--- src/sgsel_pkg.sv ---
package sgsel_pkg;

	// ==========================================================
	// Group geometry
	localparam int SGSEL_GROUPS = 8;
	localparam int SGSEL_IDX_W = 3;
	localparam int SGSEL_SEL_W = 4;

	// ==========================================================
	// Register offsets (byte addresses)
	localparam logic [7:0] SGSEL_OFF_CTRL = 8'h00;
	localparam logic [7:0] SGSEL_OFF_FORCE = 8'h04;
	localparam logic [7:0] SGSEL_OFF_REMOTE = 8'h08;
	localparam logic [7:0] SGSEL_OFF_STATUS = 8'h0c;
	localparam logic [7:0] SGSEL_OFF_FAIL_CLR = 8'h10;
	localparam logic [7:0] SGSEL_OFF_LEVELS = 8'h14;

	// ==========================================================
	// Field positions
	localparam int SGSEL_CTRL_ENA_BIT = 0;
	localparam int SGSEL_CTRL_USED_LSB = 4;
	localparam int SGSEL_STAT_ACT_LSB = 0;
	localparam int SGSEL_STAT_FAIL_LSB = 8;
	localparam int SGSEL_STAT_MODE_LSB = 12;
	localparam int SGSEL_LVL_EN_LSB = 8;
	localparam int SGSEL_FAIL_NCFG = 0;
	localparam int SGSEL_FAIL_FORCE = 1;
	localparam int SGSEL_FAIL_PRIO = 2;
	localparam int SGSEL_FAIL_W = 3;

	// ==========================================================
	// Reset values and codes
	localparam logic [2:0] SGSEL_USED_RST = 3'h0;
	localparam logic [2:0] SGSEL_ACT_RST = 3'h0;
	localparam logic [3:0] SGSEL_SEL_NONE = 4'h0;
	localparam logic [3:0] SGSEL_NUM_ONE = 4'h1;
	localparam logic [7:0] SGSEL_HOT_RST = 8'h01;

	// ==========================================================
	// Types
	typedef enum logic [1:0] {
		SGSEL_MODE_IDLE = 2'b00,
		SGSEL_MODE_AUTO = 2'b01,
		SGSEL_MODE_FORCE = 2'b10
	} sgsel_mode_e;

	typedef struct packed {
		logic sel;
		logic enable;
		logic write;
		logic [7:0] addr;
		logic [31:0] wdata;
	} sgsel_apb_s;

endpackage

--- src/sgsel_req_sync.sv ---
module sgsel_req_sync
	import sgsel_pkg::*;
#(
	parameter int N = SGSEL_GROUPS
)(
	// Clock and reset
	input wire logic i_mclk,
	input wire logic i_rstn,
	// Raw request pins
	input wire logic [N-1:0] i_req,
	// Synchronised level and rising-edge pulse
	output logic [N-1:0] o_level,
	output logic [N-1:0] o_rise
);

	// ==========================================================
	// Per-input two-stage synchroniser and edge detector
	logic [N-1:0] meta;
	logic [N-1:0] sync;
	logic [N-1:0] prev;

	genvar g;
	generate
		for (g = 0; g < N; g++) begin : g_req
			always_ff @(posedge i_mclk) begin
				if (!i_rstn) begin
					meta[g] <= 1'b0;
					sync[g] <= 1'b0;
					prev[g] <= 1'b0;
				end else begin
					meta[g] <= i_req[g];
					sync[g] <= meta[g];
					prev[g] <= sync[g];
				end
			end

			assign o_level[g] = sync[g];
			assign o_rise[g] = sync[g] & ~prev[g];

		end
	endgenerate
endmodule

--- src/sgsel_top.sv ---
// Functional notes
// - Up to eight groups; exactly one group active at all times.
// - After reset only group one enabled and active; requests ignored.
// - With more groups enabled, requests decide the active group.
// - Force override enabled: automatic requests ignored, only forced group used.
// - Requests work both as short pulses and as held levels.
// - Several requests together: highest-priority requested group wins.
// - Priority by number: group one highest, group eight lowest.
// - Two held levels keep the higher-priority group active.
// - Pulse-selected group stays latched until another group is requested.
// - Force override cleared with levels present: levels take control at once.
// - Read-only active group indication, group one after reset.
// - Forced selection is none or one to eight, defaults none, acts as pulse.
// - Force override enable resets disabled and holds until cleared.
// - Used group count enables group one up to groups one to eight.
// - Remote change refused while a higher-priority group is held by level.
// - Held level blocks every lower-priority request.
// - Failure flags: unconfigured target, failed force, lower-priority refusal.
module sgsel_top
	import sgsel_pkg::*;
(
	// Clock and reset
	input wire logic I_MCLK,
	input wire logic I_RSTN,
	// APB slave
	input wire logic I_PSEL,
	input wire logic I_PENABLE,
	input wire logic I_PWRITE,
	input wire logic [7:0] I_PADDR,
	input wire logic [31:0] I_PWDATA,
	output logic [31:0] O_PRDATA,
	output logic O_PREADY,
	output logic O_PSLVERR,
	// Group request pins
	input wire logic [SGSEL_GROUPS-1:0] I_GROUP_REQ,
	// Active group and status
	output logic [SGSEL_SEL_W-1:0] O_ACTIVE_GROUP,
	output logic [SGSEL_GROUPS-1:0] O_ACTIVE_ONEHOT,
	output logic O_FORCE_ACTIVE,
	// Failure events
	output logic O_FAIL_NOT_CONFIGURED,
	output logic O_FAIL_FORCE,
	output logic O_FAIL_LOWER_PRIORITY
);

	// ==========================================================
	// Helper functions
	function automatic logic [SGSEL_GROUPS-1:0] sel_mask(
		input logic [SGSEL_SEL_W-1:0] sel);
		logic [SGSEL_GROUPS-1:0] m;
		m = '0;
		for (int i = 0; i < SGSEL_GROUPS; i++) begin
			if (sel == SGSEL_SEL_W'(i + 1)) begin
				m[i] = 1'b1;
			end
		end
		return m;
	endfunction

	function automatic logic [SGSEL_IDX_W-1:0] first_set(
		input logic [SGSEL_GROUPS-1:0] v);
		logic [SGSEL_IDX_W-1:0] idx;
		idx = '0;
		for (int i = SGSEL_GROUPS - 1; i >= 0; i--) begin
			if (v[i]) begin
				idx = SGSEL_IDX_W'(i);
			end
		end
		return idx;
	endfunction

	function automatic logic [SGSEL_GROUPS-1:0] below_mask(
		input logic [SGSEL_IDX_W-1:0] idx);
		logic [SGSEL_GROUPS-1:0] m;
		m = '0;
		for (int i = 0; i < SGSEL_GROUPS; i++) begin
			m[i] = (i > int'(idx));
		end
		return m;
	endfunction

	// ==========================================================
	// State
	logic force_en;
	logic [SGSEL_IDX_W-1:0] used;
	logic [SGSEL_SEL_W-1:0] force_sel;
	logic [SGSEL_SEL_W-1:0] remote_sel;
	logic [SGSEL_IDX_W-1:0] active;
	logic [SGSEL_SEL_W-1:0] act_num;
	logic [SGSEL_GROUPS-1:0] act_hot;
	logic [SGSEL_FAIL_W-1:0] fail;
	logic [SGSEL_FAIL_W-1:0] fail_evt;
	logic [31:0] prdata;
	logic pslverr;

	// ==========================================================
	// Bus decode
	sgsel_apb_s apb;
	wire logic setup;
	wire logic wr;
	wire logic hit_ctrl;
	wire logic hit_force;
	wire logic hit_remote;
	wire logic hit_status;
	wire logic hit_clr;
	wire logic hit_lvl;
	wire logic hit_any;

	assign apb = '{sel: I_PSEL, enable: I_PENABLE, write: I_PWRITE,
		addr: I_PADDR, wdata: I_PWDATA};
	assign setup = apb.sel & ~apb.enable;
	assign wr = apb.sel & apb.enable & apb.write;
	assign hit_ctrl = apb.addr == SGSEL_OFF_CTRL;
	assign hit_force = apb.addr == SGSEL_OFF_FORCE;
	assign hit_remote = apb.addr == SGSEL_OFF_REMOTE;
	assign hit_status = apb.addr == SGSEL_OFF_STATUS;
	assign hit_clr = apb.addr == SGSEL_OFF_FAIL_CLR;
	assign hit_lvl = apb.addr == SGSEL_OFF_LEVELS;
	assign hit_any = hit_ctrl | hit_force | hit_remote | hit_status |
		hit_clr | hit_lvl;

	wire logic wr_ctrl;
	wire logic wr_force;
	wire logic wr_remote;
	wire logic wr_clr;
	wire logic [SGSEL_SEL_W-1:0] wsel;

	assign wr_ctrl = wr & hit_ctrl;
	assign wr_force = wr & hit_force;
	assign wr_remote = wr & hit_remote;
	assign wr_clr = wr & hit_clr;
	assign wsel = apb.wdata[SGSEL_SEL_W-1:0];

	// ==========================================================
	// Request inputs
	logic [SGSEL_GROUPS-1:0] lvl_raw;
	logic [SGSEL_GROUPS-1:0] rise_raw;

	sgsel_req_sync #(
		.N(SGSEL_GROUPS)
	) u_sync (
		.i_mclk(I_MCLK),
		.i_rstn(I_RSTN),
		.i_req(I_GROUP_REQ),
		.o_level(lvl_raw),
		.o_rise(rise_raw)
	);

	// ==========================================================
	// Enabled range and mode
	wire logic [SGSEL_GROUPS-1:0] en;
	sgsel_mode_e mode;

	genvar g;
	generate
		for (g = 0; g < SGSEL_GROUPS; g++) begin : g_en
			assign en[g] = g <= int'(used);
		end
	endgenerate

	assign mode = force_en ? SGSEL_MODE_FORCE :
		(used == SGSEL_USED_RST) ? SGSEL_MODE_IDLE :
		SGSEL_MODE_AUTO;

	// ==========================================================
	// Priority resolution
	wire logic [SGSEL_GROUPS-1:0] lvl;
	wire logic [SGSEL_GROUPS-1:0] rise;
	wire logic [SGSEL_GROUPS-1:0] blk;
	wire logic [SGSEL_GROUPS-1:0] rmt_mask;
	wire logic [SGSEL_GROUPS-1:0] rmt_ok;
	wire logic [SGSEL_GROUPS-1:0] cand;
	wire logic [SGSEL_IDX_W-1:0] win;
	wire logic rmt_req;
	wire logic rmt_blocked;

	assign lvl = lvl_raw & en;
	assign rise = rise_raw & en;
	assign blk = below_mask(first_set(lvl)) & {SGSEL_GROUPS{|lvl}};
	assign rmt_req = wr_remote & (mode == SGSEL_MODE_AUTO);
	assign rmt_mask = sel_mask(wsel) & en & {SGSEL_GROUPS{rmt_req}};
	assign rmt_ok = rmt_mask & ~blk;
	assign rmt_blocked = |(rmt_mask & blk);
	assign cand = lvl | rise | rmt_ok;
	assign win = first_set(cand);

	// ==========================================================
	// Force path
	wire logic [SGSEL_GROUPS-1:0] force_mask;
	wire logic [SGSEL_IDX_W-1:0] force_idx;
	wire logic force_ok;

	assign force_mask = sel_mask(wsel) & en;
	assign force_idx = first_set(force_mask);
	assign force_ok = wr_force & force_en & (|force_mask);

	// ==========================================================
	// Failure detection
	wire logic [SGSEL_FAIL_W-1:0] fail_now;
	wire logic [SGSEL_FAIL_W-1:0] fail_clr;
	wire logic rmt_ncfg;

	assign rmt_ncfg = rmt_req & (wsel != SGSEL_SEL_NONE) &
		~(|(sel_mask(wsel) & en));
	assign fail_now[SGSEL_FAIL_NCFG] = (|(rise_raw & ~en)) | rmt_ncfg;
	assign fail_now[SGSEL_FAIL_FORCE] = wr_force &
		(wsel != SGSEL_SEL_NONE) & ~force_ok;
	assign fail_now[SGSEL_FAIL_PRIO] = (mode == SGSEL_MODE_AUTO) &
		((|(rise & blk)) | rmt_blocked);
	assign fail_clr = wr_clr ? apb.wdata[SGSEL_FAIL_W-1:0] : '0;

	// ==========================================================
	// Next active group
	logic [SGSEL_IDX_W-1:0] next_active;

	always_comb begin
		next_active = active;
		case (mode)
			SGSEL_MODE_IDLE: begin
				next_active = SGSEL_ACT_RST;
			end
			SGSEL_MODE_FORCE: begin
				if (force_ok) begin
					next_active = force_idx;
				end
			end
			SGSEL_MODE_AUTO: begin
				if (|cand) begin
					next_active = win;
				end
			end
			default: begin
				next_active = SGSEL_ACT_RST;
			end
		endcase
	end

	// ==========================================================
	// Read data
	wire logic [31:0] ctrl_rd;
	wire logic [31:0] status_rd;
	wire logic [31:0] lvl_rd;
	wire logic [31:0] rd_data;

	assign ctrl_rd = (32'(force_en) << SGSEL_CTRL_ENA_BIT) |
		(32'(used) << SGSEL_CTRL_USED_LSB);
	assign status_rd = (32'(act_num) << SGSEL_STAT_ACT_LSB) |
		(32'(fail) << SGSEL_STAT_FAIL_LSB) |
		(32'(mode) << SGSEL_STAT_MODE_LSB);
	assign lvl_rd = 32'(lvl_raw) | (32'(en) << SGSEL_LVL_EN_LSB);
	assign rd_data = hit_ctrl ? ctrl_rd :
		hit_force ? 32'(force_sel) :
		hit_remote ? 32'(remote_sel) :
		hit_status ? status_rd :
		hit_lvl ? lvl_rd : 32'h0000_0000;

	// ==========================================================
	// Bus registers
	always_ff @(posedge I_MCLK) begin
		if (!I_RSTN) begin
			prdata <= 32'h0000_0000;
			pslverr <= 1'b0;
		end else if (setup) begin
			prdata <= rd_data;
			pslverr <= ~hit_any;
		end
	end

	// ==========================================================
	// Settings registers
	always_ff @(posedge I_MCLK) begin
		if (!I_RSTN) begin
			force_en <= 1'b0;
			used <= SGSEL_USED_RST;
			force_sel <= SGSEL_SEL_NONE;
			remote_sel <= SGSEL_SEL_NONE;
		end else begin
			if (wr_ctrl) begin
				force_en <= apb.wdata[SGSEL_CTRL_ENA_BIT];
				used <= apb.wdata[SGSEL_CTRL_USED_LSB +: SGSEL_IDX_W];
			end
			if (wr_force) begin
				force_sel <= wsel;
			end
			if (wr_remote) begin
				remote_sel <= wsel;
			end
		end
	end

	// ==========================================================
	// Active group and failure flags
	always_ff @(posedge I_MCLK) begin
		if (!I_RSTN) begin
			active <= SGSEL_ACT_RST;
			act_num <= SGSEL_NUM_ONE;
			act_hot <= SGSEL_HOT_RST;
			fail <= '0;
			fail_evt <= '0;
		end else begin
			active <= next_active;
			act_num <= {1'b0, next_active} + SGSEL_NUM_ONE;
			act_hot <= SGSEL_GROUPS'(SGSEL_HOT_RST << next_active);
			fail <= (fail & ~fail_clr) | fail_now;
			fail_evt <= fail_now;
		end
	end

	// ==========================================================
	// Outputs
	assign O_PRDATA = prdata;
	assign O_PREADY = 1'b1;
	assign O_PSLVERR = pslverr;
	assign O_ACTIVE_GROUP = act_num;
	assign O_ACTIVE_ONEHOT = act_hot;
	assign O_FORCE_ACTIVE = force_en;
	assign O_FAIL_NOT_CONFIGURED = fail_evt[SGSEL_FAIL_NCFG];
	assign O_FAIL_FORCE = fail_evt[SGSEL_FAIL_FORCE];
	assign O_FAIL_LOWER_PRIORITY = fail_evt[SGSEL_FAIL_PRIO];
endmodule

--- config.mk ---
export PLATFORM = sky130hd
export DESIGN_NAME = sgsel_top
export DESIGN_NICKNAME = d
export VERILOG_FILES = /design/src/sgsel_pkg.sv /design/src/sgsel_req_sync.sv /design/src/sgsel_top.sv
export SDC_FILE = /design/constraint.sdc
export NUM_CORES = 1
export LEC_CHECK = 0
export BUFFER_PORTS_ARGS = -buffer_cell sky130_fd_sc_hd__buf_2
export CAP_MARGIN = 30
export CORE_ASPECT_RATIO = 2
export CORE_UTILIZATION = 48
export DETAILED_ROUTE_END_ITERATION = 8
export PLACE_DENSITY_LB_ADDON = 0.05
export SYNTH_ARGS = -nofsm -noshare
export SYNTH_HDL_FRONTEND = slang
export SYNTH_SLANG_ARGS = --single-unit
--- constraint.sdc ---
create_clock -name I_MCLK -period 3.1 [get_ports I_MCLK]
set_input_delay 0.155 -clock I_MCLK [delete_from_list [all_inputs] [get_ports I_MCLK]]
set_output_delay 0.155 -clock I_MCLK [all_outputs]
set_load 0.005 [all_outputs]
==> run summary <==
The flow ran to the end, and the final reports show no timing, DRC or antenna violations. The chip width is 65.60 um. The count of antenna diodes in the layout was 0; the placer's final routability congestion estimate was 0.9229. Flip-flop cell with the highest count after synthesis: sky130_fd_sc_hd__dfxtp_1. sky130_fd_sc_hd__dfxtp_1 takes more of the synthesized area than any other cell. In the synthesized netlist the async set-or-reset flop fraction comes to 0%.

The number of flops mapped to enable cells by yosys works out to 0. The critical path arrival came out at 3.30 ns. Count of final max-slew check failures: 0. The library cell used most frequently in the layout, excluding fill and tap cells, is sky130_fd_sc_hd__dfxtp_1.

On the final layout, the worst clock skew is 0.007374 ns. The average instance area after synthesis was 8.226 um2. The path class of the tightest hold or removal check is primary input to register. The H-tree generated during clock tree synthesis spans 3 levels.

Counting every instance in the synthesized netlist gives 472. After legalization and detailed placement, the total HPWL measured 10510 um. For this run, global-route usage on met2 was measured as 60.89%.

The overall die area is 0.008474 mm2. The logs give 0 for the count of unresolved DRC violations after routing and 0.34 ns for the worst-skew pair later-pin latency. In this run, the number of DRC markers left after iteration 0 of detailed routing was 265. After layout, the minimum clock period comes to 3.031 ns.

The kind of launch point of the worst setup path is a register. For this run, the number of standard cells in the final layout without fillers is 671. Synthesis inferred 73 register bits. Port buffering added 60 buffers. The growth of design area from synthesis to finish was 28.23%; the final hold slack was 0.01656 ns. The floorplan has 46 rows.

The run gives 330.0 MHz as the achievable frequency. The logs give 646 for the number of cells after detailed placement and 20650 um for the wire length of the first global-routing pass. The detail route stage leaves a number of antenna-violating nets equal to 0. The power density over cell area came out at 458.4 mW/mm2. TritonCTS built the clock tree. After synthesis the cells add up to 0.003882 mm2. After clock tree synthesis, the clock-pin slew on the worst setup and hold paths is 0.06 ns. After floorplanning, the core was sized to cover 0.007885 mm2. The final layout contains 627 nets. At the pin with the least slew margin, the transition time is 0.7386 ns. The Yosys step of the flow raised 0 warnings. Cells with a size suffix above 1 make up 29.57% of the layout.

The starting density of the core is 49.24%. The run gives 103 as the count of boundary I/O pins. Measured against its own limit, the worst slew margin works out to 50.76%.

Summed over its instances, the top area cell type makes up 37.64% of the synthesized netlist area. CTS sink count: 73. The number of global-route vias before repair was 3959.

Setup repair after global routing could not meet its margin everywhere. The CTS root buffer was sky130_fd_sc_hd__clkbuf_16. For this run the aggregate overflow at the end of global routing stands at 0. Across every metal layer, demand over resource in global routing totals 33.54%. Setup violations remaining at the end of the flow were counted as 0.

For the final routed wirelength across all metal layers, the log shows 13550 um. By area the synthesized netlist is led by sky130_fd_sc_hd__dfxtp_1, sky130_fd_sc_hd__a21oi_1, sky130_fd_sc_hd__and2_1, sky130_fd_sc_hd__nor2_1, sky130_fd_sc_hd__buf_4. Across the VDD grid, the largest voltage drop is 449.9 uV. The top cell types in the final layout, fill and taps aside, are sky130_fd_sc_hd__dfxtp_1, sky130_fd_sc_hd__buf_2, sky130_fd_sc_hd__buf_4. The portion of the clock cycle consumed by the worst path in the final layout was 97.76%. For this design the static power due to leakage is 2.071 nW. The tools report the post-synthesis sequential area ratio as 37.64%. The initial antenna violation count came out at 0. The worst setup path is of the register to register kind.

For met1 alone, demand over resource in global routing was 31.79%. met2 is the most crowded layer. Number of max-cap violations: 0. The clock passes through at most 2 buffers. The critical-path maximum fanout was 8; the distinct cell type count of the synthesized netlist was 72. Counting the buffers created by CTS gives 9.

STA classifies the critical path endpoint as a register. For the number of hold buffers added after CTS, the log shows 0. In the final routed layout, each cell accounts on average for 20.19 um. For this run, global-route usage on met3 was measured as 6.250%.

In this run the vertical extent of the chip is 129.2 um. At the worst endpoint, the required time is 3.37 ns. The logs give 37 for the maximum number of pins on one net before global-route repair and 0 for the hold violation total from the final report. The pre-antenna-repair detailed-routing pass consisted of 4 iterations. Dividing the detail-routed via count by the number of cells gives 5.773. The final route contains 3874 vias.
## sequential cells by signal, summed over array words and instances (netlist names), 4 cells and up
| name | flops |
|---|---|
| force_sel | 4 |
| remote_sel | 4 |
| u_sync.prev | 7 |
| u_sync.meta | 8 |
| O_PRDATA | 16 |
| u_sync.o_level | 8 |
| O_ACTIVE_ONEHOT | 8 |
| O_ACTIVE_GROUP | 4 |
## worst max-delay path, cell delays in order (launching register included)
cell                       delay (ns)
sky130_fd_sc_hd__dfxtp_4         0.36
sky130_fd_sc_hd__buf_12          0.13
sky130_fd_sc_hd__a211o_4         0.32
sky130_fd_sc_hd__buf_4           0.14
sky130_fd_sc_hd__a21oi_1         0.16
sky130_fd_sc_hd__o21ai_0         0.20
sky130_fd_sc_hd__o31ai_1         0.39
sky130_fd_sc_hd__a31o_2          0.26
sky130_fd_sc_hd__nor2b_1         0.16
sky130_fd_sc_hd__o32a_1          0.30
sky130_fd_sc_hd__inv_2           0.09
sky130_fd_sc_hd__ha_4            0.17
sky130_fd_sc_hd__nand2b_1        0.14
sky130_fd_sc_hd__o21ai_1         0.14
## power breakdown
part / total, mW / switching [mW] / internal (mW)
sequential: 0.971 / 0.0138 / 0.957
clock: 1.14 / 0.413 / 0.729
combinational: 0.170 / 0.101 / 0.0689
total: 2.28 / 0.528 / 1.75
## cells in the mapped netlist, types with 3 or more instances
cell,instances
sky130_fd_sc_hd__a21oi_1,37
sky130_fd_sc_hd__a21o_1,3
sky130_fd_sc_hd__a211o_1,3
sky130_fd_sc_hd__nor3b_1,3
sky130_fd_sc_hd__nor2b_1,6
sky130_fd_sc_hd__mux2i_1,6
sky130_fd_sc_hd__o21ai_1,4
sky130_fd_sc_hd__clkbuf_1,18
sky130_fd_sc_hd__inv_1,10
sky130_fd_sc_hd__or2_2,4
sky130_fd_sc_hd__a31oi_1,3
sky130_fd_sc_hd__and3_1,10
sky130_fd_sc_hd__and2_1,29
sky130_fd_sc_hd__a211oi_1,3
sky130_fd_sc_hd__nand3_1,21
sky130_fd_sc_hd__o22ai_1,4
sky130_fd_sc_hd__nor3_1,7
sky130_fd_sc_hd__nor4_1,4
sky130_fd_sc_hd__nand2b_1,9
sky130_fd_sc_hd__a22oi_1,6
sky130_fd_sc_hd__o21a_1,5
sky130_fd_sc_hd__o21ai_0,14
sky130_fd_sc_hd__buf_4,19
sky130_fd_sc_hd__dfxtp_1,73
sky130_fd_sc_hd__a31o_2,4
sky130_fd_sc_hd__nand4_1,4
sky130_fd_sc_hd__o31ai_1,4
sky130_fd_sc_hd__or3_1,4
sky130_fd_sc_hd__a221oi_1,4
sky130_fd_sc_hd__nand2_1,37
sky130_fd_sc_hd__nor4b_1,4
sky130_fd_sc_hd__ha_1,4
sky130_fd_sc_hd__nor2_1,47
sky130_fd_sc_hd__buf_2,8
## path summary, 6_finish.rpt
check / startpoint / endpoint / slack, ns / cells past startpoint
setup / recovery: used[2] / O_ACTIVE_GROUP[2] / 0.07 / 13
setup reg to reg: used[2] / O_ACTIVE_GROUP[2] / 0.07 / 13
hold / removal: I_GROUP_REQ[6] / u_sync.meta[6] / 0.02 / 2
hold reg to reg: u_sync.meta[7] / u_sync.o_level[7] / 0.43 / 1
## kinds of logic (layout without fill, tap and decap cells)
family	Yosys count	count (layout)	synth area share [%]
AOI/OAI and AO/OA	116	116	20.43
xor gates and xnor gates	1	1	0.2256
adders and majority gates	5	5	1.579
buffers and inverters	58	146	8.089
DFF	73	73	37.64
muxes	6	6	1.547
other	2	17	0.1934
and+or+nand+nor	211	211	30.29
## metrics by stage
step / setup TNS [ns] / setup WS [ns] / util [%] / power [mW] / instance area (um2)
final: 0 / 0.06940 / 63.14 / 2.282 / 4979
after global routing: -0.2068 / -0.06224 / 63.14 / 2.350 / 4979
after CTS: 0 / 0.04569 / 60.96 / 2.287 / 4807
after detailed placement: 0 / 0.04072 / 56.79 / 1.157 / 4478
after global placement: 0 / 0.05614 / 56.79 / 1.155 / 4478
after floorplan: 0 / 0.2408 / - / 1.096 / 3939
## what timing repair did
action	CTS	global route
setup endpoints to repair	0	11
buffers inserted	0	9
resized for setup	0	23
## cell type report
type	count	area, um2
Clock buffer	10	239.0
Clock inverter	6	90.09
Fill cell	711	2907
Inverter	10	37.54
Multi-Input combinational cell	356	2237
Sequential cell	73	1468
Tap cell	96	120.1
Timing Repair Buffer	120	787.0
## routing by layer
| layer | vias up | wire length (um) |
|---|---|---|
| met1 | 1839 | 4646 |
| met4 | 0 | 1105 |
| met3 | 60 | 508 |
| met2 | 131 | 7286 |
| li1 | 1844 | - |
| met5 | - | 0 |
Note: power is estimated with default switching activity, not from simulation.
